$ cat src/core/adc_timing_defs.svh
/*
 * register offsets, field positions, reset values and timing counts of the
 * converter sequencer. assumes a 40 MHz bus clock and byte addresses.
 */
`ifndef ADC_TIMING_DEFS_SVH
`define ADC_TIMING_DEFS_SVH

// ============================================================
// register offsets
`define OFS_CONFIG          8'h00
`define OFS_COMMAND         8'h04
`define OFS_STATUS          8'h08
`define OFS_MASK            8'h0c
`define OFS_RESULT          8'h10
`define OFS_COMPARE         8'h14

// ============================================================
// field positions
`define CMD_START_BIT       0
`define CMD_ABORT_BIT       1
`define STAT_COMPLETE_BIT   0
`define STAT_MISS_BIT       1
`define STAT_ACTIVE_BIT     8
`define CONFIG_WIDTH        18
`define CONFIG_RESET        18'h00000
`define MASK_RESET          2'h0

// ============================================================
// timing counts
`define CLK_PERIOD_NS       25
`define STARTUP_TIME_NS     5000
`define STARTUP_CYCLES      ((`STARTUP_TIME_NS + `CLK_PERIOD_NS - 1) / `CLK_PERIOD_NS)
`define FIRST_BUS_CYCLES    5
`define FIRST_LONG_CYCLES   3
`define FIRST_SHORT_CYCLES  5
`define HIGH_SPEED_CYCLES   4
`define SHORT_SAMPLE_CYCLES 4
`define BCT_8_SE            17
`define BCT_9_DIFF          27
`define BCT_10_12_SE        20
`define BCT_11_13_DIFF      30
`define BCT_16_SE           25
`define BCT_16_DIFF         34
`define LST_SEL0            20
`define LST_SEL1            12
`define LST_SEL2            6
`define LST_SEL3            2
`define ASYNC_DIVISOR       4

`endif

$ cat src/core/adc_timing_pkg.sv
/*
 * types shared by the converter sequencer and its clock divider.
 * assumes adc_timing_defs.svh is on the include path.
 */
package adc_timing_pkg;

    // ============================================================
    // configuration word
    typedef struct packed {
        logic       complete_interrupt_enable;
        logic       compare_enable;
        logic [1:0] resolution_mode;
        logic       differential_select;
        logic       continuous_enable;
        logic [1:0] average_count_select;
        logic       average_enable;
        logic       async_clock_output_enable;
        logic       high_speed_config;
        logic [1:0] long_sample_select;
        logic       long_sample_enable;
        logic [1:0] clock_divide_select;
        logic [1:0] input_clock_select;
    } config_type;

    // ============================================================
    // sequencer phases
    typedef enum logic [5:0] {
        PH_IDLE    = 6'h01,
        PH_STARTUP = 6'h02,
        PH_FIRST   = 6'h04,
        PH_SAMPLE  = 6'h08,
        PH_CONVERT = 6'h10,
        PH_POST    = 6'h20
    } phase_type;

    typedef struct packed {
        config_type  cfg;
        logic [15:0] compare_value;
        logic [1:0]  mask;
        logic [1:0]  status;
        logic [15:0] result;
        logic [20:0] acc;
        logic [5:0]  conv_count;
        logic [8:0]  count;
        phase_type   phase;
        logic [31:0] rdata;
        logic        irq;
        logic        sampling;
        logic        approximating;
    } seq_state_type;

    typedef struct packed {
        logic [2:0] sync;
        logic       ext_level;
        logic [7:0] async_count;
        logic       bus_half;
        logic [7:0] div_count;
        logic       tick;
    } div_state_type;

endpackage : adc_timing_pkg

$ cat src/core/conv_clock_divider.sv
/*
 * conversion clock enable: picks a source and divides it by 1, 2, 4 or 8.
 * assumes one bus clock; the alternate clock pin is asynchronous.
 */
`include "adc_timing_defs.svh"

module conv_clock_divider
    import adc_timing_pkg::*;
(
    input  wire logic       clk,
    input  wire logic       rst_n,
    input  wire logic [1:0] input_clock_select,
    input  wire logic [1:0] clock_divide_select,
    input  wire logic       async_run,
    input  wire logic       alt_clock_pin,
    output logic            tick
);

    div_state_type cur;
    div_state_type next;
    logic          src;
    logic          ext_rise;
    logic [7:0]    div_last;

    // ============================================================
    // source selection and divide
    always_comb begin
        next = cur;
        next.sync = {cur.sync[1:0], alt_clock_pin};
        ext_rise = 1'b0;
        if (cur.sync[2] == cur.sync[1]) begin
            next.ext_level = cur.sync[2];
            ext_rise = cur.sync[2] & ~cur.ext_level;
        end
        next.bus_half = ~cur.bus_half;
        next.async_count = '0;
        if (async_run && (cur.async_count != 8'(`ASYNC_DIVISOR - 1))) begin
            next.async_count = cur.async_count + 8'h01;
        end
        unique case (input_clock_select)
            2'h0: src = 1'b1;
            2'h1: src = cur.bus_half;
            2'h2: src = ext_rise;
            2'h3: src = async_run && (cur.async_count == 8'(`ASYNC_DIVISOR - 1));
        endcase
        div_last = (8'h01 << clock_divide_select) - 8'h01;
        next.tick = 1'b0;
        if (src) begin
            if (cur.div_count >= div_last) begin
                next.div_count = '0;
                next.tick = 1'b1;
            end else begin
                next.div_count = cur.div_count + 8'h01;
            end
        end
    end

    always_ff @(posedge clk) begin
        if (!rst_n) begin
            cur <= '0;
        end else begin
            cur <= next;
        end
    end

    assign tick = cur.tick;

endmodule : conv_clock_divider

$ cat src/core/adc_conversion_timing_averager.sv
/*
 * sequencing, timing and hardware averaging of a successive-approximation
 * converter with a plain register port.
 * assumes the analogue front end presents a settled approximation value
 * on approx_value in the cycle after approximating falls, on the same clock.
 */
// The plain strobed port and the placing of the registers were decided locally.
// Summary of operation
// - high speed configuration adds four conversion-clock cycles to every conversion
// - on start sample the input, then isolate it and approximate
// - finished approximation moves the value into the result register
// - latency is first adder plus factor times base, long-sample and high-speed adders; each conversion also takes one bus cycle to post
// - first adder is 3 or 5 conversion cycles plus 5 bus cycles
// - async source with output disabled adds a 5 us startup delay
// - average factor is 1, or 4, 8, 16, 32 by selector
// - base time is 17, 27, 20, 30, 25 or 34 cycles by mode
// - long-sample adder is 0, or 20, 12, 6, 2 cycles by selector
// - conversion clock is the selected source divided by the selected ratio
// - active flag stays set throughout an averaging sequence
// - each result accumulates; single results of a set never flag completion
// - after the set, passing results post and flag completion, interrupt if enabled
// - averaging keeps running in wait and stop3; interrupt requests wake
// - continuous averaging restarts a fresh set right after the last conversion
// - compare looks at the averaged value, not single results
// - failed compare leaves results untouched and no completion flag
`include "adc_timing_defs.svh"

module adc_conversion_timing_averager
    import adc_timing_pkg::*;
(
    input  wire logic        clk,
    input  wire logic        rst_n,
    input  wire logic [7:0]  addr,
    input  wire logic [31:0] wdata,
    input  wire logic        wr,
    input  wire logic        rd,
    output logic      [31:0] rdata,
    output logic             irq,
    output logic             wake_request,
    output logic             sampling,
    output logic             approximating,
    output logic             active_flag,
    input  wire logic [15:0] approx_value,
    input  wire logic        alt_clock_pin
);

    seq_state_type cur;
    seq_state_type next;
    logic          ck_tick;
    logic [8:0]    startup_len;
    logic [8:0]    first_len;
    logic [8:0]    sample_len;
    logic [8:0]    convert_len;
    logic [8:0]    base_conversion_time;
    logic [8:0]    lst;
    logic [8:0]    hsc;
    logic [2:0]    avg_shift;
    logic [5:0]    avg_num;
    logic [20:0]   sum;
    logic [15:0]   avg;
    logic          cmp_pass;
    logic [1:0]    events;
    logic          last_of_set;

    // ============================================================
    // conversion clock
    conv_clock_divider u_div (
        .clk                 (clk),
        .rst_n               (rst_n),
        .input_clock_select  (cur.cfg.input_clock_select),
        .clock_divide_select (cur.cfg.clock_divide_select),
        .async_run           (cur.cfg.async_clock_output_enable || (cur.phase != PH_IDLE)),
        .alt_clock_pin       (alt_clock_pin),
        .tick                (ck_tick)
    );

    // ============================================================
    // phase lengths
    always_comb begin
        hsc = cur.cfg.high_speed_config ? 9'(`HIGH_SPEED_CYCLES) : 9'h000;
        unique case (cur.cfg.long_sample_select)
            2'h0: lst = 9'(`LST_SEL0);
            2'h1: lst = 9'(`LST_SEL1);
            2'h2: lst = 9'(`LST_SEL2);
            2'h3: lst = 9'(`LST_SEL3);
        endcase
        if (!cur.cfg.long_sample_enable) begin
            lst = 9'h000;
        end
        unique case ({cur.cfg.resolution_mode, cur.cfg.differential_select})
            3'h0: base_conversion_time = 9'(`BCT_8_SE);
            3'h1: base_conversion_time = 9'(`BCT_9_DIFF);
            3'h2: base_conversion_time = 9'(`BCT_10_12_SE);
            3'h3: base_conversion_time = 9'(`BCT_11_13_DIFF);
            3'h4: base_conversion_time = 9'(`BCT_10_12_SE);
            3'h5: base_conversion_time = 9'(`BCT_11_13_DIFF);
            3'h6: base_conversion_time = 9'(`BCT_16_SE);
            3'h7: base_conversion_time = 9'(`BCT_16_DIFF);
        endcase
        startup_len = 9'(`FIRST_BUS_CYCLES);
        if ((cur.cfg.input_clock_select == 2'h3) && !cur.cfg.async_clock_output_enable) begin
            startup_len = 9'(`FIRST_BUS_CYCLES + `STARTUP_CYCLES);
        end
        first_len = cur.cfg.long_sample_enable ? 9'(`FIRST_LONG_CYCLES) : 9'(`FIRST_SHORT_CYCLES);
        sample_len = 9'(`SHORT_SAMPLE_CYCLES) + lst;
        convert_len = base_conversion_time - 9'(`SHORT_SAMPLE_CYCLES) + hsc;
        avg_shift = cur.cfg.average_enable ? (3'h2 + {1'b0, cur.cfg.average_count_select}) : 3'h0;
        avg_num = 6'h01 << avg_shift;
    end

    // ============================================================
    // averaging and compare
    always_comb begin
        sum = cur.acc + {5'h00, approx_value};
        avg = 16'(sum >> avg_shift);
        if (cur.cfg.compare_enable) begin
            cmp_pass = cur.cfg.resolution_mode[0] ? (avg >= cur.compare_value)
                                                  : (avg < cur.compare_value);
        end else begin
            cmp_pass = 1'b1;
        end
        last_of_set = (cur.conv_count + 6'h01) == avg_num;
    end

    // ============================================================
    // sequencer and register port
    always_comb begin
        next = cur;
        next.rdata = '0;
        events = 2'h0;
        unique case (cur.phase)
            PH_IDLE: begin
                next.count = '0;
            end
            PH_STARTUP: begin
                if (cur.count + 9'h001 >= startup_len) begin
                    next.phase = PH_FIRST;
                    next.count = '0;
                end else begin
                    next.count = cur.count + 9'h001;
                end
            end
            PH_FIRST: begin
                if (ck_tick) begin
                    if (cur.count + 9'h001 >= first_len) begin
                        next.phase = PH_SAMPLE;
                        next.count = '0;
                    end else begin
                        next.count = cur.count + 9'h001;
                    end
                end
            end
            PH_SAMPLE: begin
                if (ck_tick) begin
                    if (cur.count + 9'h001 >= sample_len) begin
                        next.phase = PH_CONVERT;
                        next.count = '0;
                    end else begin
                        next.count = cur.count + 9'h001;
                    end
                end
            end
            PH_CONVERT: begin
                if (ck_tick) begin
                    if (cur.count + 9'h001 >= convert_len) begin
                        next.phase = PH_POST;
                        next.count = '0;
                    end else begin
                        next.count = cur.count + 9'h001;
                    end
                end
            end
            PH_POST: begin
                next.phase = PH_SAMPLE;
                next.acc = sum;
                next.conv_count = cur.conv_count + 6'h01;
                if (last_of_set) begin
                    if (cmp_pass) begin
                        next.result = avg;
                        events[`STAT_COMPLETE_BIT] = 1'b1;
                    end else begin
                        events[`STAT_MISS_BIT] = 1'b1;
                    end
                    next.acc = '0;
                    next.conv_count = '0;
                    if (!cur.cfg.continuous_enable) begin
                        next.phase = PH_IDLE;
                    end
                end
            end
            default: begin
                next.phase = PH_IDLE;
            end
        endcase

        if (rd) begin
            unique case (addr)
                `OFS_CONFIG:  next.rdata = 32'(cur.cfg);
                `OFS_STATUS: begin
                    next.rdata[1:0] = cur.status;
                    next.rdata[`STAT_ACTIVE_BIT] = cur.phase != PH_IDLE;
                end
                `OFS_MASK:    next.rdata = {30'h00000000, cur.mask};
                `OFS_RESULT:  next.rdata = {16'h0000, cur.result};
                `OFS_COMPARE: next.rdata = {16'h0000, cur.compare_value};
                default:      next.rdata = '0;
            endcase
        end

        if (wr) begin
            unique case (addr)
                `OFS_CONFIG: begin
                    next.cfg = config_type'(wdata[`CONFIG_WIDTH-1:0]);
                    next.mask[`STAT_COMPLETE_BIT] = wdata[`CONFIG_WIDTH-1];
                    next.phase = PH_IDLE;
                end
                `OFS_COMMAND: begin
                    if (wdata[`CMD_ABORT_BIT]) begin
                        next.phase = PH_IDLE;
                    end else if (wdata[`CMD_START_BIT]) begin
                        next.phase = PH_STARTUP;
                        next.count = '0;
                        next.acc = '0;
                        next.conv_count = '0;
                    end
                end
                `OFS_MASK: begin
                    next.mask = wdata[1:0];
                    next.cfg.complete_interrupt_enable = wdata[`STAT_COMPLETE_BIT];
                end
                `OFS_COMPARE: begin
                    next.compare_value = wdata[15:0];
                    next.phase = PH_IDLE;
                end
                default: begin
                end
            endcase
        end

        // set wins over the clear on read
        next.status = ((rd && (addr == `OFS_STATUS)) ? 2'h0 : cur.status) | events;
        next.irq = |(next.status & next.mask);
        next.sampling = next.phase == PH_SAMPLE;
        next.approximating = next.phase == PH_CONVERT;
    end

    always_ff @(posedge clk) begin
        if (!rst_n) begin
            cur <= '0;
            cur.phase <= PH_IDLE;
            cur.cfg <= config_type'(`CONFIG_RESET);
            cur.mask <= `MASK_RESET;
        end else begin
            cur <= next;
        end
    end

    // ============================================================
    // outputs
    logic wake_q;
    logic active_q;

    always_ff @(posedge clk) begin
        if (!rst_n) begin
            wake_q <= 1'b0;
            active_q <= 1'b0;
        end else begin
            wake_q <= next.irq;
            active_q <= next.phase != PH_IDLE;
        end
    end

    assign rdata = cur.rdata;
    assign irq = cur.irq;
    assign wake_request = wake_q;
    assign sampling = cur.sampling;
    assign approximating = cur.approximating;
    assign active_flag = active_q;

endmodule : adc_conversion_timing_averager

$ cat config.mk
export PLATFORM = sky130hd
export DESIGN_NAME = adc_conversion_timing_averager
export DESIGN_NICKNAME = d
export VERILOG_FILES = /design/src/core/adc_timing_pkg.sv /design/src/core/conv_clock_divider.sv /design/src/core/adc_conversion_timing_averager.sv
export VERILOG_INCLUDE_DIRS = /design/src /design/src/core
export SDC_FILE = /design/constraint.sdc
export NUM_CORES = 1
export LEC_CHECK = 0
export ABC_AREA = 1
export BUFFER_PORTS_ARGS = -buffer_cell sky130_fd_sc_hd__buf_4
export CORE_MARGIN = 4
export CORE_UTILIZATION = 52
export DETAILED_ROUTE_END_ITERATION = 10
export PLACE_DENSITY_LB_ADDON = 0.25
export SLEW_MARGIN = 20
export SYNTH_ARGS = -nofsm -noshare
export SYNTH_HDL_FRONTEND = slang
export SYNTH_SLANG_ARGS = --single-unit
$ cat constraint.sdc
create_clock -name clk -period 4.9 [get_ports clk]
set_input_delay 0 -clock clk [delete_from_list [all_inputs] [get_ports clk]]
set_output_delay 0 -clock clk [all_outputs]
set_load 0.05 [all_outputs]
After elaboration in Yosys (flattened, before gate mapping)
Memories as Yosys holds them, arrays and structs flattened. A register that Yosys moved wholly into a read port is not among the register bits.
Cells that the tools add are included.
{ "word_totals": {"register_bits": 154, "mem_bits_ro": 48, "inputBits": 61, "wordCells": 152, "mem_count": 1} }
{ "op_classes": {"add_sub_neg": 10, "order_cmp": 7, "eq_ne": 25, "n_shift": 3, "mux": 50, "bitwise_logic": 5, "reduce_logical": 19} }
{ "memory_table": {"columns": ["memory", "words", "width", "rd", "rd_ports_with_merged_regs", "write_ports", "line", "rtl"], "rows": [
  ["(name not given)", 8, 6, 1, 1, 0, "adc_conversion_timing_averager.sv:90", "unique case ({cur.cfg.resolution_mode, cur.cfg.differential_select})"]
]} }
{ "ops": {"columns": ["op", "n"], "rows": [
  ["two-way mux 42 bit", 2],
  ["two-way mux 36 bit", 2],
  ["two-way mux 27 bit", 2],
  ["two-way mux 15 bit", 3],
  ["two-way mux 9 bit", 5],
  ["case mux 9 bit (5 select lines)", 1],
  ["case mux 6 bit (6 select lines)", 1],
  ["case mux 9 bit (4 select lines)", 1],
  ["two-way mux 6 bit", 5],
  [">= comparator 9 bit", 3],
  ["case mux 9 bit (3 select lines)", 1],
  ["adder 21 x 16 -> 21 bit", 1],
  [">> shifter 21 x 3 -> 16 bit", 1],
  ["case mux 6 bit (3 select lines)", 1],
  ["adder 8 x 1 -> 8 bit (second input constant)", 2],
  ["equality test 8 x 4 -> 1 bit (second input constant)", 2],
  ["equality test 8 x 5 -> 1 bit (second input constant)", 2],
  [">= comparator 16 bit", 1],
  ["< comparator 16 bit", 1],
  ["two-way mux 8 bit", 2],
  ["two-way mux 3 bit", 5],
  ["equality test 6 x 4 -> 1 bit (second input constant)", 2],
  ["equality test 6 x 5 -> 1 bit (second input constant)", 2],
  ["inequality test 6 x 1 -> 1 bit (second input constant)", 2],
  ["42 further kinds", 69]
]} }

Longest topological paths before layout
Gate-level depths: netlist (run 1).
{ "depth": {"ltp_word": 13, "ltp_mapped": 31, "mapped_depth_nobuf": 31} }

By module
From an unflattened synthesis (run 1), not the netlist that was laid out.
{ "hier_totals": {"cells_unflattened": 1483, "hier_area_um2": 9670.5} }
{ "by_module_without_submodules": {"columns": ["module", "instances", "cells_each", "area_each_um2", "seq_area_each_um2"], "rows": [
  ["adc_conversion_timing_averager", 1, 1348, 8633.3, 2482.4],
  ["conv_clock_divider", 1, 135, 1037.2, 440.4]
]} }

Least setup slack after synthesis (run 1)
No wires, ideal clock.
{ "synth_timing": {"kind": "reg2reg", "startpoint": "reg cur[56] (netlist bit)", "endpoint": "reg cur[78] (netlist bit)", "setup_ns": 0.116, "arrival_ns": 3.248, "t_required_ns": 4.784, "setup_slack_ns": 1.536, "stages_incl_launch_ff": 29, "path_cell_list": "dfxtp_1 > ha_1 > inv_1 > fa_1 > inv_1 > nand3_1 > nand2_1 > nand2_1 > nand2_1 > nand2_1 > nand2_1 > nand2_1 > nand2_1 > inv_1 > nand2_1 > nand2_1 > nand2_1 > nand3_1 > ha_1 > nand2_1 > nor3_1 > nand4_1 > o21ai_0 > nand3_1 > nand3_1 > nand2_4 > buf_6 > o21ai_0 > nor2_1"} }
{ "synth_via": {"elab_chain_cells": 6, "word_cells_on_any_way": 7, "cone_classes": "add/sub (1); order compare (2); shift (1); mux (2); reduce/logical (1)"} }
{ "synth_rtl": {"columns": ["element", "line", "rtl"], "rows": [
  ["from (decl)", "adc_conversion_timing_averager.sv:47", "seq_state_type cur;"],
  ["from (signal assigned)", "adc_conversion_timing_averager.sv:254", "cur <= next;"],
  ["adder 21 x 16 -> 21 bit (*)", "adc_conversion_timing_averager.sv:114", "sum = cur.acc + {5'h00, approx_value};"],
  [">> shifter 21 x 3 -> 16 bit (*)", "adc_conversion_timing_averager.sv:115", "avg = 16'(sum >> avg_shift);"],
  ["via avg[11]", "adc_conversion_timing_averager.sv:60", "logic [15:0] avg;"],
  ["< comparator 16 bit / >= comparator 16 bit (equally long branches)", "adc_conversion_timing_averager.sv:118, adc_conversion_timing_averager.sv:117", null],
  ["two-way mux 1 bit (*)", "adc_conversion_timing_averager.sv:117", "cmp_pass = cur.cfg.resolution_mode[0] ? (avg >= cur.compare_value)"],
  ["two-way mux 1 bit (*)", "adc_conversion_timing_averager.sv:116", "if (cur.cfg.compare_enable) begin"],
  ["AND reduction 3 bit (no line) (*)", null, null]
]} }
Mark *: on every way through the listed nets, which the timed path passes. The rest lies on a longest branch.
A chain may end at the register's enable or synchronous reset.

Final worst setup path (run 1)
{ "layout_timing": {"startpoint": "reg cur[56] (netlist bit)", "endpoint": "reg cur[77] (netlist bit)"} }
The elaborated chain is that of the path after synthesis.

==> metrics.md, run 1 <==
| Metric | Value |
|---|---|
| Status | `finished, final reports clean` |
| Skew-Pair Late Insertion Delay | `440 ps` |
| Comb power frac | `7.6%` |
| # port buffers | `69` |
| Reg2reg start | `cur[56]` |
| Placed cell area | `10,270 µm²` |
| CP Capture Point | `cur[77]` |
| Synth top area share | `29.76%` |
| Clock Skew | `10.88 ps` |
| Initial antenna violation count | `0` |
| Worst setup path class | `flop to flop` |
| Crit path largest cell delay | `400 ps` |
| Clock Sinks | `146` |
| Initial core utilization | `53.76%` |
| R2R depth | `31` |
| Vias per inst | `5.446` |
| Fin crit period | `4253 ps` |
| Final setup viols | `0` |
| Data required, critical path | `5280 ps` |
| CTS Root Cell | `clkbuf_16` |
| Count of final hold-check violations | `0` |
| Layout area overhead | `12.87%` |
| Max VDD drop | `0.0002362 V` |
| Crit path max fanout | `25` |
| DRC | `0` |
| Largest area contributor in the netlist | `dfxtp_1` |
| Ranking of synthesized cells by area | `dfxtp_1 (30%), nand2_1 (16%), inv_1 (8.7%)` |
| Layout Utilization | `60.68%` |
| Crit path top cell by count | `nand2_1` |
| Avg Cell Area, Syn | `6.441 µm²` |
| Pwr Density | `244.5 nW/µm²` |
| Die ar. | `21,150 µm²` |
| # diodes | `0` |
| Finished Cell Area | `11,090 µm²` |
| Drt total wl | `27,440 µm` |
| Async set-reset flop share out of synthesis | `0%` |
| Largest net degree at the start of global routing | `60` |
| R2R Setup Slk | `650 ps` |
| Internal | `1.946 mW` |
| Die height | `145.4 µm` |
| Pre-antenna DRT Iters | `6` |
| Yosys warnings | `0` |
| Wire per inst | `15.05 µm` |
| Global route overflow | `0` |
| Reg clk slew, reported paths | `70 ps` |
| Number of global-route vias before repair | `9,252` |
| Reg power frac | `43.9%` |
| DPL Wire Length | `19,700 µm` |
| Sw power | `764.3 µW` |
| Synth unique cells | `52` |
| Layout cell share with drive strength beyond 1 | `8.846%` |
| Switching share of power | `28.20%` |
| Bufs on Longest Clock Path | `2` |
| P_leak | `5.352 nW` |
| Fillers | `1,769` |
| Hold Worst Slack | `20.82 ps` |
| Cells after Synth | `1,525` |
| Critical-path top delay cell | `fa_1` |
| Synth Flop Type | `dfxtp_1` |
| CP Capture Type | `flop` |
| Arrival time at the worst endpoint | `4630 ps` |
| Vias | `9,928` |
| Max Cap Violations | `0` |
| Antenna-violating nets left | `0` |
| Sequential share of the synthesized area | `29.76%` |
| CTS tree | `built` |
| Final setup TNS | `0 ps` |
| Final Wtd Congestion | `0.9619` |
| Yosys reg bits | `146` |
| Site Rows | `49` |
| Clock group share of total power | `48.5%` |
| Slew HR | `34.52%` |
| Cell with the most instances after synthesis | `nand2_1` |
| Top post-synthesis cells by count | `nand2_1 (421), inv_1 (227), dfxtp_1 (146)` |
| GRT Util Overall | `25.80%` |
| Worst setup startpoint | `cur[56]` |
| Crit path launch type | `flop` |
| Mapped cell area | `9822 µm²` |
| First-pass GRT wire length | `45,550 µm` |
| Postcts setup bufs | `0` |
| Fin. max-slew vios | `0` |
| Final Cycle Share | `86.79%` |
| Final Net Count | `1,710` |
| Hold Crit Class | `primary input to flop` |
| Die W | `145.4 µm` |
| Slew @ Worst Pin | `979.8 ps` |
| CTS H-tree lvls | `4` |
| I/O pin count | `98` |
| Num CTS Buffers | `17` |
| Core outline area | `18,270 µm²` |
| Post-synth EDFFs | `0` |
| RSZ-0062 raised after global routing | `no` |
| Fmax | `235.1 MHz` |
| Initial DRC Count | `963` |
| Reg2Reg Capture Point | `cur[77]` |
-- flip-flops by register name, summed over array words and instances (netlist names) --
register,flops
u_div.cur,21
base_conversion_time,6
cur,96
u_div.tick,1
active_flag,1
wake_request,1
rdata,18
sampling,1
approximating,1
-- metrics by stage --
step | worst slack [ps] | power (mW) | instances
after floorplan | 1536 | 1.347 | 1538
after global placement | 840.7 | 1.400 | 1769
after detailed placement | 735.3 | 1.402 | 1769
after CTS | 704.7 | 2.716 | 1823
after global routing | 157.6 | 2.791 | 1823
final | 647.2 | 2.710 | 1823
-- final cells by class --
class | instances | area (µm²) | share of cell area (%)
multi-input combinational | 1084 | 5628 | 50.77
tap | 229 | 286.5 | 2.585
clock buffer | 17 | 425.4 | 3.837
sequential | 146 | 2923 | 26.37
inverter | 237 | 889.6 | 8.025
timing repair buffer | 95 | 768.2 | 6.930
clock inverter | 15 | 165.2 | 1.490
-- routing by layer --
metal	part of all wire [%]	global-route usage [%]	up-vias
met4	2.1	8.357	0
li1	-	-	4995
met1	45	34.37	4547
met5	0	0	-
met2	47	43.00	336
met3	5.7	3.986	50
-- what timing repair did --
action                                 in CTS  in global routing
endpoints found under the hold margin      45                  0
hold buffers                               22                  0
resized for setup                           0                  0
-- worst min-delay path by stage --
stage / startpoint / end / slack [ps] / cells after the start
floorplan: alt_clock_pin / u_div.cur[19] / 100 / 2
global placement: alt_clock_pin / u_div.cur[19] / 200 / 3
detailed placement: alt_clock_pin / u_div.cur[19] / 190 / 3
CTS: wr / cur[36] / 10 / 5
global route: wr / cur[36] / 40 / 5
finish: wr / cur[36] / 20 / 5
-- cell families after synthesis --
group	after synthesis	share of synthesized area, %
AOI/OAI and AO/OA	207	11.61
xor gates and xnor gates	16	1.503
adders and majority gates	68	8.815
buffers and inverters	308	13.44
DFF	146	29.76
other	2	0.07646
and+or+nand+nor	778	34.80
-- power groups by stage --
stage                     clock network (mW)  logic [mW]  registers (mW)
after floorplan                            0       0.130            1.22
after global placement                     0       0.183            1.22
after detailed placement                   0       0.184            1.22
after CTS                               1.32       0.202            1.19
after global routing                    1.37       0.227            1.19
final                                   1.31       0.205            1.19
-- critical path: cells and delay by family, from the launching register on --
family	cells	cell delay, ps
adders and majority gates	3	930
and+or+nand+nor	21	2270
buffers and inverters	6	520
AOI/OAI and AO/OA	1	130
DFF	1	330
-- placed cells by master (no fill, tap or decap), types with 5 or more instances in the layout --
master and instances:
nand2_1 421, inv_8 6, dlygate4sd3_1 22, xnor2_1 6
buf_4 73, clkbuf_16 17, dfxtp_1 146, nor2_4 5
o211ai_1 6, inv_1 227, conb_1 15, xor2_1 9
inv_2 7, or2_2 8, o221ai_1 5, nand4_1 40
o22ai_1 10, nor3_1 9, and2_1 5, a211oi_1 6
o21ai_0 69, nand3b_1 7, nor2_1 121, ha_1 66
a21oi_1 91, nand3_1 135
No activity file was read; power rests on OpenSTA's default activity.
==> run 2, diff against run 1 <==
--- a/config.mk
+++ b/config.mk
@@ -11,7 +11,7 @@
 export CORE_MARGIN = 4
 export CORE_UTILIZATION = 52
 export DETAILED_ROUTE_END_ITERATION = 10
-export PLACE_DENSITY_LB_ADDON = 0.25
+export PLACE_DENSITY = 0.71
 export SLEW_MARGIN = 20
 export SYNTH_ARGS = -nofsm -noshare
 export SYNTH_HDL_FRONTEND = slang
==> constraint.sdc (replaced) <==
create_clock -name clk -period 4.9 [get_ports clk]
set_input_delay 0.98 -clock clk [delete_from_list [all_inputs] [get_ports clk]]
set_output_delay 0.98 -clock clk [all_outputs]
set_load 0.05 [all_outputs]
==> run 2 against run 1 <==
Effect of this change: power fell by 0.63%; final area fell by 1.5%; utilization fell by 0.94 points; worst setup slack got worse by 240 ps; first-iteration DRC count fell by 11%; flip-flop and latch count did not move; critical path depth fell by 1; die area did not move; global-route usage fell by 0.71 points; final cell count fell by 0.88%; combinational power fell by 7%; largest cell class unchanged; highest routed layer unchanged.
==> metrics.md, run 2 (same netlist as run 1, synthesis figures left out) <==
| Metric | Value |
|---|---|
| Fillers | `1,818 (was 1,769)` |
| Hold Worst Slack | `419.9 ps (was 20.82 ps)` |
| CTS H-tree lvls | `4 (unchanged)` |
| Max reg flops | `96 (unchanged)` |
| Fin. max-slew vios | `0 (unchanged)` |
| Slew HR | `33.77% (was 34.52%)` |
| GRT met1 Usage | `33.98% (was 34.37%)` |
| GRT Util Overall | `25.09% (was 25.80%)` |
| Vias per inst | `5.386 (was 5.446)` |
| Hold_buf cts | `0 (was 22)` |
| Die W | `145.4 µm (unchanged)` |
| Cell family with the largest share of critical-path delay | `simple AND/OR/NAND/NOR gates (unchanged)` |
| Most frequent cells in the layout | `nand2_1 (421), inv_1 (227), dfxtp_1 (146) (unchanged)` |
| Core outline area | `18,270 µm² (unchanged)` |
| Final Net Count | `1,694 (was 1,710)` |
| Initial core utilization | `53.76% (unchanged)` |
| Drt total wl | `26,930 µm (was 27,440 µm)` |
| P_leak | `5.294 nW (was 5.352 nW)` |
| Hold Crit Class | `flop to flop (was primary input to flop)` |
| Bufs and invs on worst path | `6 (unchanged)` |
| Pwr Density | `246.7 nW/µm² (was 244.5 nW/µm²)` |
| GR Layer Usage met2 | `41.72% (was 43.00%)` |
| Final Cycle Share | `91.59% (was 86.79%)` |
| I/O pin count | `98 (unchanged)` |
| Bufs on Longest Clock Path | `2 (unchanged)` |
| CP Capture Type | `flop (unchanged)` |
| Worst setup path class | `primary input to flop (was flop to flop)` |
| Arrival time at the worst endpoint | `4810 ps (was 4630 ps)` |
| Antenna-violating nets left | `0 (unchanged)` |
| Reg clk slew, reported paths | `60 ps (was 70 ps)` |
| Vias | `9,733 (was 9,928)` |
| Crit path top cell by count | `nand2_1 (unchanged)` |
| Skew-Pair Late Insertion Delay | `430 ps (was 440 ps)` |
| Crit path max fanout | `14 (was 25)` |
| Initial antenna violation count | `0 (unchanged)` |
| Placed cells | `1,775 (was 1,769)` |
| Footprint of the multi-input gates | `5628 µm² (unchanged)` |
| Num CTS Buffers | `17 (unchanged)` |
| Final Wtd Congestion | `0.9278 (was 0.9619)` |
| CTS Root Cell | `clkbuf_16 (unchanged)` |
| Initial DRC Count | `855 (was 963)` |
| Max VDD drop | `0.0002323 V (was 0.0002362 V)` |
| Finished Layout Cells | `1,807 (was 1,823)` |
| Layout cell share with drive strength beyond 1 | `9.252% (was 8.846%)` |
| Crit path launch type | `primary input (was flop)` |
| Wire per inst | `14.90 µm (was 15.05 µm)` |
| CTS resizes | `0 (unchanged)` |
| Layout area overhead | `11.12% (was 12.87%)` |
| DRC | `0 (unchanged)` |
| Setup WS pre-CTS | `76.22 ps (was 735.3 ps)` |
| Fmax | `222.8 MHz (was 235.1 MHz)` |
| Largest net degree at the start of global routing | `60 (unchanged)` |
| Final setup viols | `0 (unchanged)` |
| Final setup TNS | `0 ps (unchanged)` |
| CTS tree | `built (unchanged)` |
| Pre-antenna DRT Iters | `6 (unchanged)` |
| First-pass GRT wire length | `44,290 µm (was 45,550 µm)` |
| Met3 Usage GRT | `4.422% (was 3.986%)` |
| Site Rows | `49 (unchanged)` |
| Die height | `145.4 µm (unchanged)` |
| Postcts setup bufs | `0 (unchanged)` |
| Final WS setup | `412.0 ps (was 647.2 ps)` |
| Clock Sinks | `146 (unchanged)` |
| Data required, critical path | `5230 ps (was 5280 ps)` |
| Critical-path top delay cell | `fa_1 (unchanged)` |
| Die ar. | `21,150 µm² (unchanged)` |
| Largest register by flop count | `cur (unchanged)` |
| Number of global-route vias before repair | `8,974 (was 9,252)` |
| Slew @ Worst Pin | `991.1 ps (was 979.8 ps)` |
| Register Area | `2923 µm² (unchanged)` |
| Global route overflow | `0 (unchanged)` |
| Count of final hold-check violations | `0 (unchanged)` |
| Max Cap Violations | `0 (unchanged)` |
| Layout Utilization | `59.74% (was 60.68%)` |
| Crit path largest cell delay | `400 ps (about the same)` |
| Gr busiest metal | `met2 (unchanged)` |
| Commonest non-fill, non-tap cell in the layout | `nand2_1 (unchanged)` |
| DPL Wire Length | `19,780 µm (was 19,700 µm)` |
| Fin crit period | `4488 ps (was 4253 ps)` |
| # port buffers | `69 (unchanged)` |
| Clock Skew | `8.033 ps (was 10.88 ps)` |
| # diodes | `0 (unchanged)` |
| RSZ-0062 raised after global routing | `no (unchanged)` |
| Status | `finished, final reports clean (unchanged)` |
-- run 2: cell types whose count changed in the layout (fill, tap and decap cells not counted), moves of 2 or more --
cell           previous run  this run
dlygate4sd3_1            22         0
buf_4                    73        78
inv_6                     2         7
inv_8                     6         1
clkinv_8                  3         1
-- run 2: power breakdown --
| group | switching, mW | internal [mW] |
|---|---|---|
| combinational | 0.128 | 0.0618 |
| clock | 0.581 | 0.731 |
| sequential | 0.00170 | 1.19 |
| total | 0.711 | 1.98 |
-- run 2: path summary, 6_finish.rpt --
| check | cells past startpoint | to | slack, ps | startpoint |
|---|---|---|---|---|
| min reg2reg | 1 | u_div.cur[9] | 420 | u_div.cur[9] |
| max | 30 | cur[85] | 410 | approx_value[0] |
| min | 1 | u_div.cur[9] | 420 | u_div.cur[9] |
| max reg2reg | 29 | cur[85] | 700 | cur[56] |
-- run 2: worst register-to-register path: cells and delay by family (launching register included) --
kind / cells / cell delay, ps
simple gates: 20 / 2110
buf+inv: 5 / 510
flops: 1 / 330
compound gates: 1 / 180
fa+ha+maj: 3 / 970
-- run 2: stage by stage --
stage	instance area [µm²]	total power, mW
4_1_cts	10910	2.710
3_3_place_gp	10330	1.402
3_5_place_dp	10330	1.403
5_1_grt	10910	2.782
6_report	10910	2.693
2_1_floorplan	9871	1.347
-- run 2: routing by layer --
layer | routed length (µm) | part of all wire (%) | vias to the layer above
met3 | 1875 | 7.0 | 40
met5 | 0 | 0 | -
met4 | 436 | 1.6 | 0
met1 | 12200 | 45 | 4428
li1 | - | - | 4947
met2 | 12420 | 46 | 318
-- run 2: cell type report --
cell class                 instances  area share (%)
sequential                       146           26.78
clock inverter                    13           1.272
clock buffer                      19           4.058
inverter                         237           8.151
multi-input combinational       1084           51.56
timing repair buffer              79           5.549
tap                              229           2.625
==> run 3, diff against run 2 <==
--- a/config.mk
+++ b/config.mk
@@ -7,11 +7,13 @@
 export NUM_CORES = 1
 export LEC_CHECK = 0
 export ABC_AREA = 1
-export BUFFER_PORTS_ARGS = -buffer_cell sky130_fd_sc_hd__buf_4
+export BUFFER_PORTS_ARGS = -buffer_cell sky130_fd_sc_hd__buf_2
+export CORE_ASPECT_RATIO = 1.5
 export CORE_MARGIN = 4
 export CORE_UTILIZATION = 52
 export DETAILED_ROUTE_END_ITERATION = 10
 export PLACE_DENSITY = 0.71
+export REMOVE_ABC_BUFFERS = 1
 export SLEW_MARGIN = 20
 export SYNTH_ARGS = -nofsm -noshare
 export SYNTH_HDL_FRONTEND = slang
==> run 3 against run 2 <==
Effect of this change: register-to-register slack better by 260 ps; die area is 0.21% higher; non-clock buffer count is 1 lower; first-iteration DRC count is 15% lower; maximum frequency is 5.9% higher; clock skew is 0.74 ps lower; global-route usage is 1.4 points higher; final cell count is 1.2% higher; flip-flop and latch count stayed put; largest power group unchanged; highest routed layer unchanged.
==> metrics.md, run 3 (same netlist as run 1, synthesis figures left out) <==
| Metric | Value |
|---|---|
| Status | `finished, final reports clean (unchanged)` |
| Hold Worst Slack | `422.5 ps (was 419.9 ps)` |
| I/O pin count | `98 (unchanged)` |
| GRT Util Overall | `26.47% (was 25.09%)` |
| Postcts setup bufs | `0 (unchanged)` |
| Register Area | `2923 µm² (unchanged)` |
| Crit path launch type | `primary input (unchanged)` |
| Initial core utilization | `52.96% (was 53.76%)` |
| Count of final hold-check violations | `0 (unchanged)` |
| R2R Setup Slk | `960 ps (was 700 ps)` |
| Pre-antenna DRT Iters | `5 (was 6)` |
| Fin. max-slew vios | `0 (unchanged)` |
| Initial antenna violation count | `0 (unchanged)` |
| Hold Startpoint | `u_div.cur[19] (was u_div.cur[9])` |
| Arrival time at the worst endpoint | `4570 ps (was 4810 ps)` |
| Reg clk slew, reported paths | `70 ps (was 60 ps)` |
| CTS resizes | `0 (unchanged)` |
| Die ar. | `21,200 µm² (was 21,150 µm²)` |
| Vias | `9,748 (was 9,733)` |
| Number of global-route vias before repair | `9,479 (was 8,974)` |
| Layout cell share with drive strength beyond 1 | `9.258% (was 9.252%)` |
| Layout area overhead | `9.873% (was 11.12%)` |
| Reg2Reg Capture Point | `cur[85] (unchanged)` |
| Worst setup path class | `primary input to flop (unchanged)` |
| Clock Sinks | `146 (unchanged)` |
| Hold path depth | `2 (was 1)` |
| # port buffers | `69 (unchanged)` |
| Skew-Pair Late Insertion Delay | `440 ps (was 430 ps)` |
| Max VDD drop | `0.0001991 V (was 0.0002323 V)` |
| Core outline area | `18,550 µm² (was 18,270 µm²)` |
| Drt total wl | `27,700 µm (was 26,930 µm)` |
| Initial DRC Count | `727 (was 855)` |
| CTS H-tree lvls | `4 (unchanged)` |
| Slew @ Worst Pin | `876.2 ps (was 991.1 ps)` |
| Antenna-violating nets left | `0 (unchanged)` |
| Vias per inst | `5.330 (was 5.386)` |
| Most frequent cells in the layout | `nand2_1 (421), inv_1 (227), dfxtp_1 (146) (unchanged)` |
| Num CTS Buffers | `17 (unchanged)` |
| DPL Wire Length | `21,410 µm (was 19,780 µm)` |
| Final setup TNS | `0 ps (unchanged)` |
| DRC | `0 (unchanged)` |
| Wire per inst | `15.15 µm (was 14.90 µm)` |
| Final setup viols | `0 (unchanged)` |
| Slew HR | `41.37% (was 33.77%)` |
| Fin crit period | `4240 ps (was 4488 ps)` |
| Fillers | `1,871 (was 1,818)` |
| Commonest non-fill, non-tap cell in the layout | `nand2_1 (unchanged)` |
| Max Cap Violations | `0 (unchanged)` |
| Site Rows | `61 (was 49)` |
| Crit path top cell by count | `nand2_1 (unchanged)` |
| Die W | `120.2 µm (was 145.4 µm)` |
| Global route overflow | `0 (unchanged)` |
| R2R depth | `30 (was 29)` |
| Crit path max fanout | `10 (was 14)` |
| First-pass GRT wire length | `44,900 µm (was 44,290 µm)` |
| Critical-path top delay cell | `fa_1 (unchanged)` |
| # diodes | `0 (unchanged)` |
| Worst setup startpoint | `approx_value[0] (unchanged)` |
| Hold path endpoint | `u_div.cur[20] (was u_div.cur[9])` |
| Hold_buf cts | `0 (unchanged)` |
| Data required, critical path | `5240 ps (was 5230 ps)` |
| Reg2reg start | `cur[56] (unchanged)` |
| Layout Utilization | `58.19% (was 59.74%)` |
| Die height | `176.3 µm (was 145.4 µm)` |
| Final Wtd Congestion | `0.9458 (was 0.9278)` |
| Max reg flops | `96 (unchanged)` |
| Crit path largest cell delay | `400 ps (about the same)` |
| Final Cycle Share | `86.52% (was 91.59%)` |
| Hold Crit Class | `flop to flop (unchanged)` |
| P_leak | `5.267 nW (was 5.294 nW)` |
| Fmax | `235.9 MHz (was 222.8 MHz)` |
| CTS Root Cell | `clkbuf_16 (unchanged)` |
| Final Net Count | `1,693 (was 1,694)` |
| Largest register by flop count | `cur (unchanged)` |
| Largest net degree at the start of global routing | `58 (was 60)` |
| Clock Skew | `7.289 ps (was 8.033 ps)` |
| CP Capture Type | `flop (unchanged)` |
| Bufs on Longest Clock Path | `2 (unchanged)` |
| RSZ-0062 raised after global routing | `no (unchanged)` |
| Footprint of the multi-input gates | `5628 µm² (unchanged)` |
| CTS tree | `built (unchanged)` |
| Pwr Density | `252.0 nW/µm² (was 246.7 nW/µm²)` |
## run 3: how the worst max path moves through the flow
stage,to,cells past startpoint,slack [ps]
after global routing,cur[83],30,150
after detailed placement,cur[85],30,280
after global placement,cur[85],30,320
final,cur[85],31,660
after CTS,cur[86],32,700
after floorplan,cur[85],29,820
## run 3: worst max-delay path: cells and delay by family
kind | cells | cell delay (ps)
AOI/OAI and AO/OA | 1 | 70
adders and majority gates | 3 | 860
buffers and inverters | 8 | 670
and+or+nand+nor | 19 | 1980
## run 3: report_power, final
group,switching [mW],total (mW),internal (mW)
Combinational,0.126,0.178,0.0518
Sequential,0.00467,1.19,1.19
Clock,0.614,1.35,0.734
## run 3: area by class of cell
type | instances | share of cell area (%)
clock buffer | 17 | 3.942
clock inverter | 15 | 1.716
multi-input combinational | 1084 | 52.15
timing repair buffer | 78 | 3.942
tap | 252 | 2.922
sequential | 146 | 27.08
inverter | 237 | 8.243
## run 3: per-stage QoR
| stage | area, µm² | power (mW) | worst slack, ps | instances |
|---|---|---|---|---|
| floorplan | 9440 | 1.330 | 824.8 | 1467 |
| finish | 10790 | 2.720 | 660.4 | 1829 |
| global route | 10790 | 2.810 | 153.1 | 1829 |
| global placement | 10180 | 1.393 | 322.4 | 1797 |
| CTS | 10790 | 2.737 | 697.7 | 1829 |
| detailed placement | 10180 | 1.395 | 283.6 | 1797 |
## run 3: layer usage
metal	part of all wire, %	GRT usage [%]	wire (µm)
met1	37	26.27	10260
met3	3.8	4.071	1066
met4	6.4	17.67	1781
met2	53	50.04	14600
met5	0	0	0
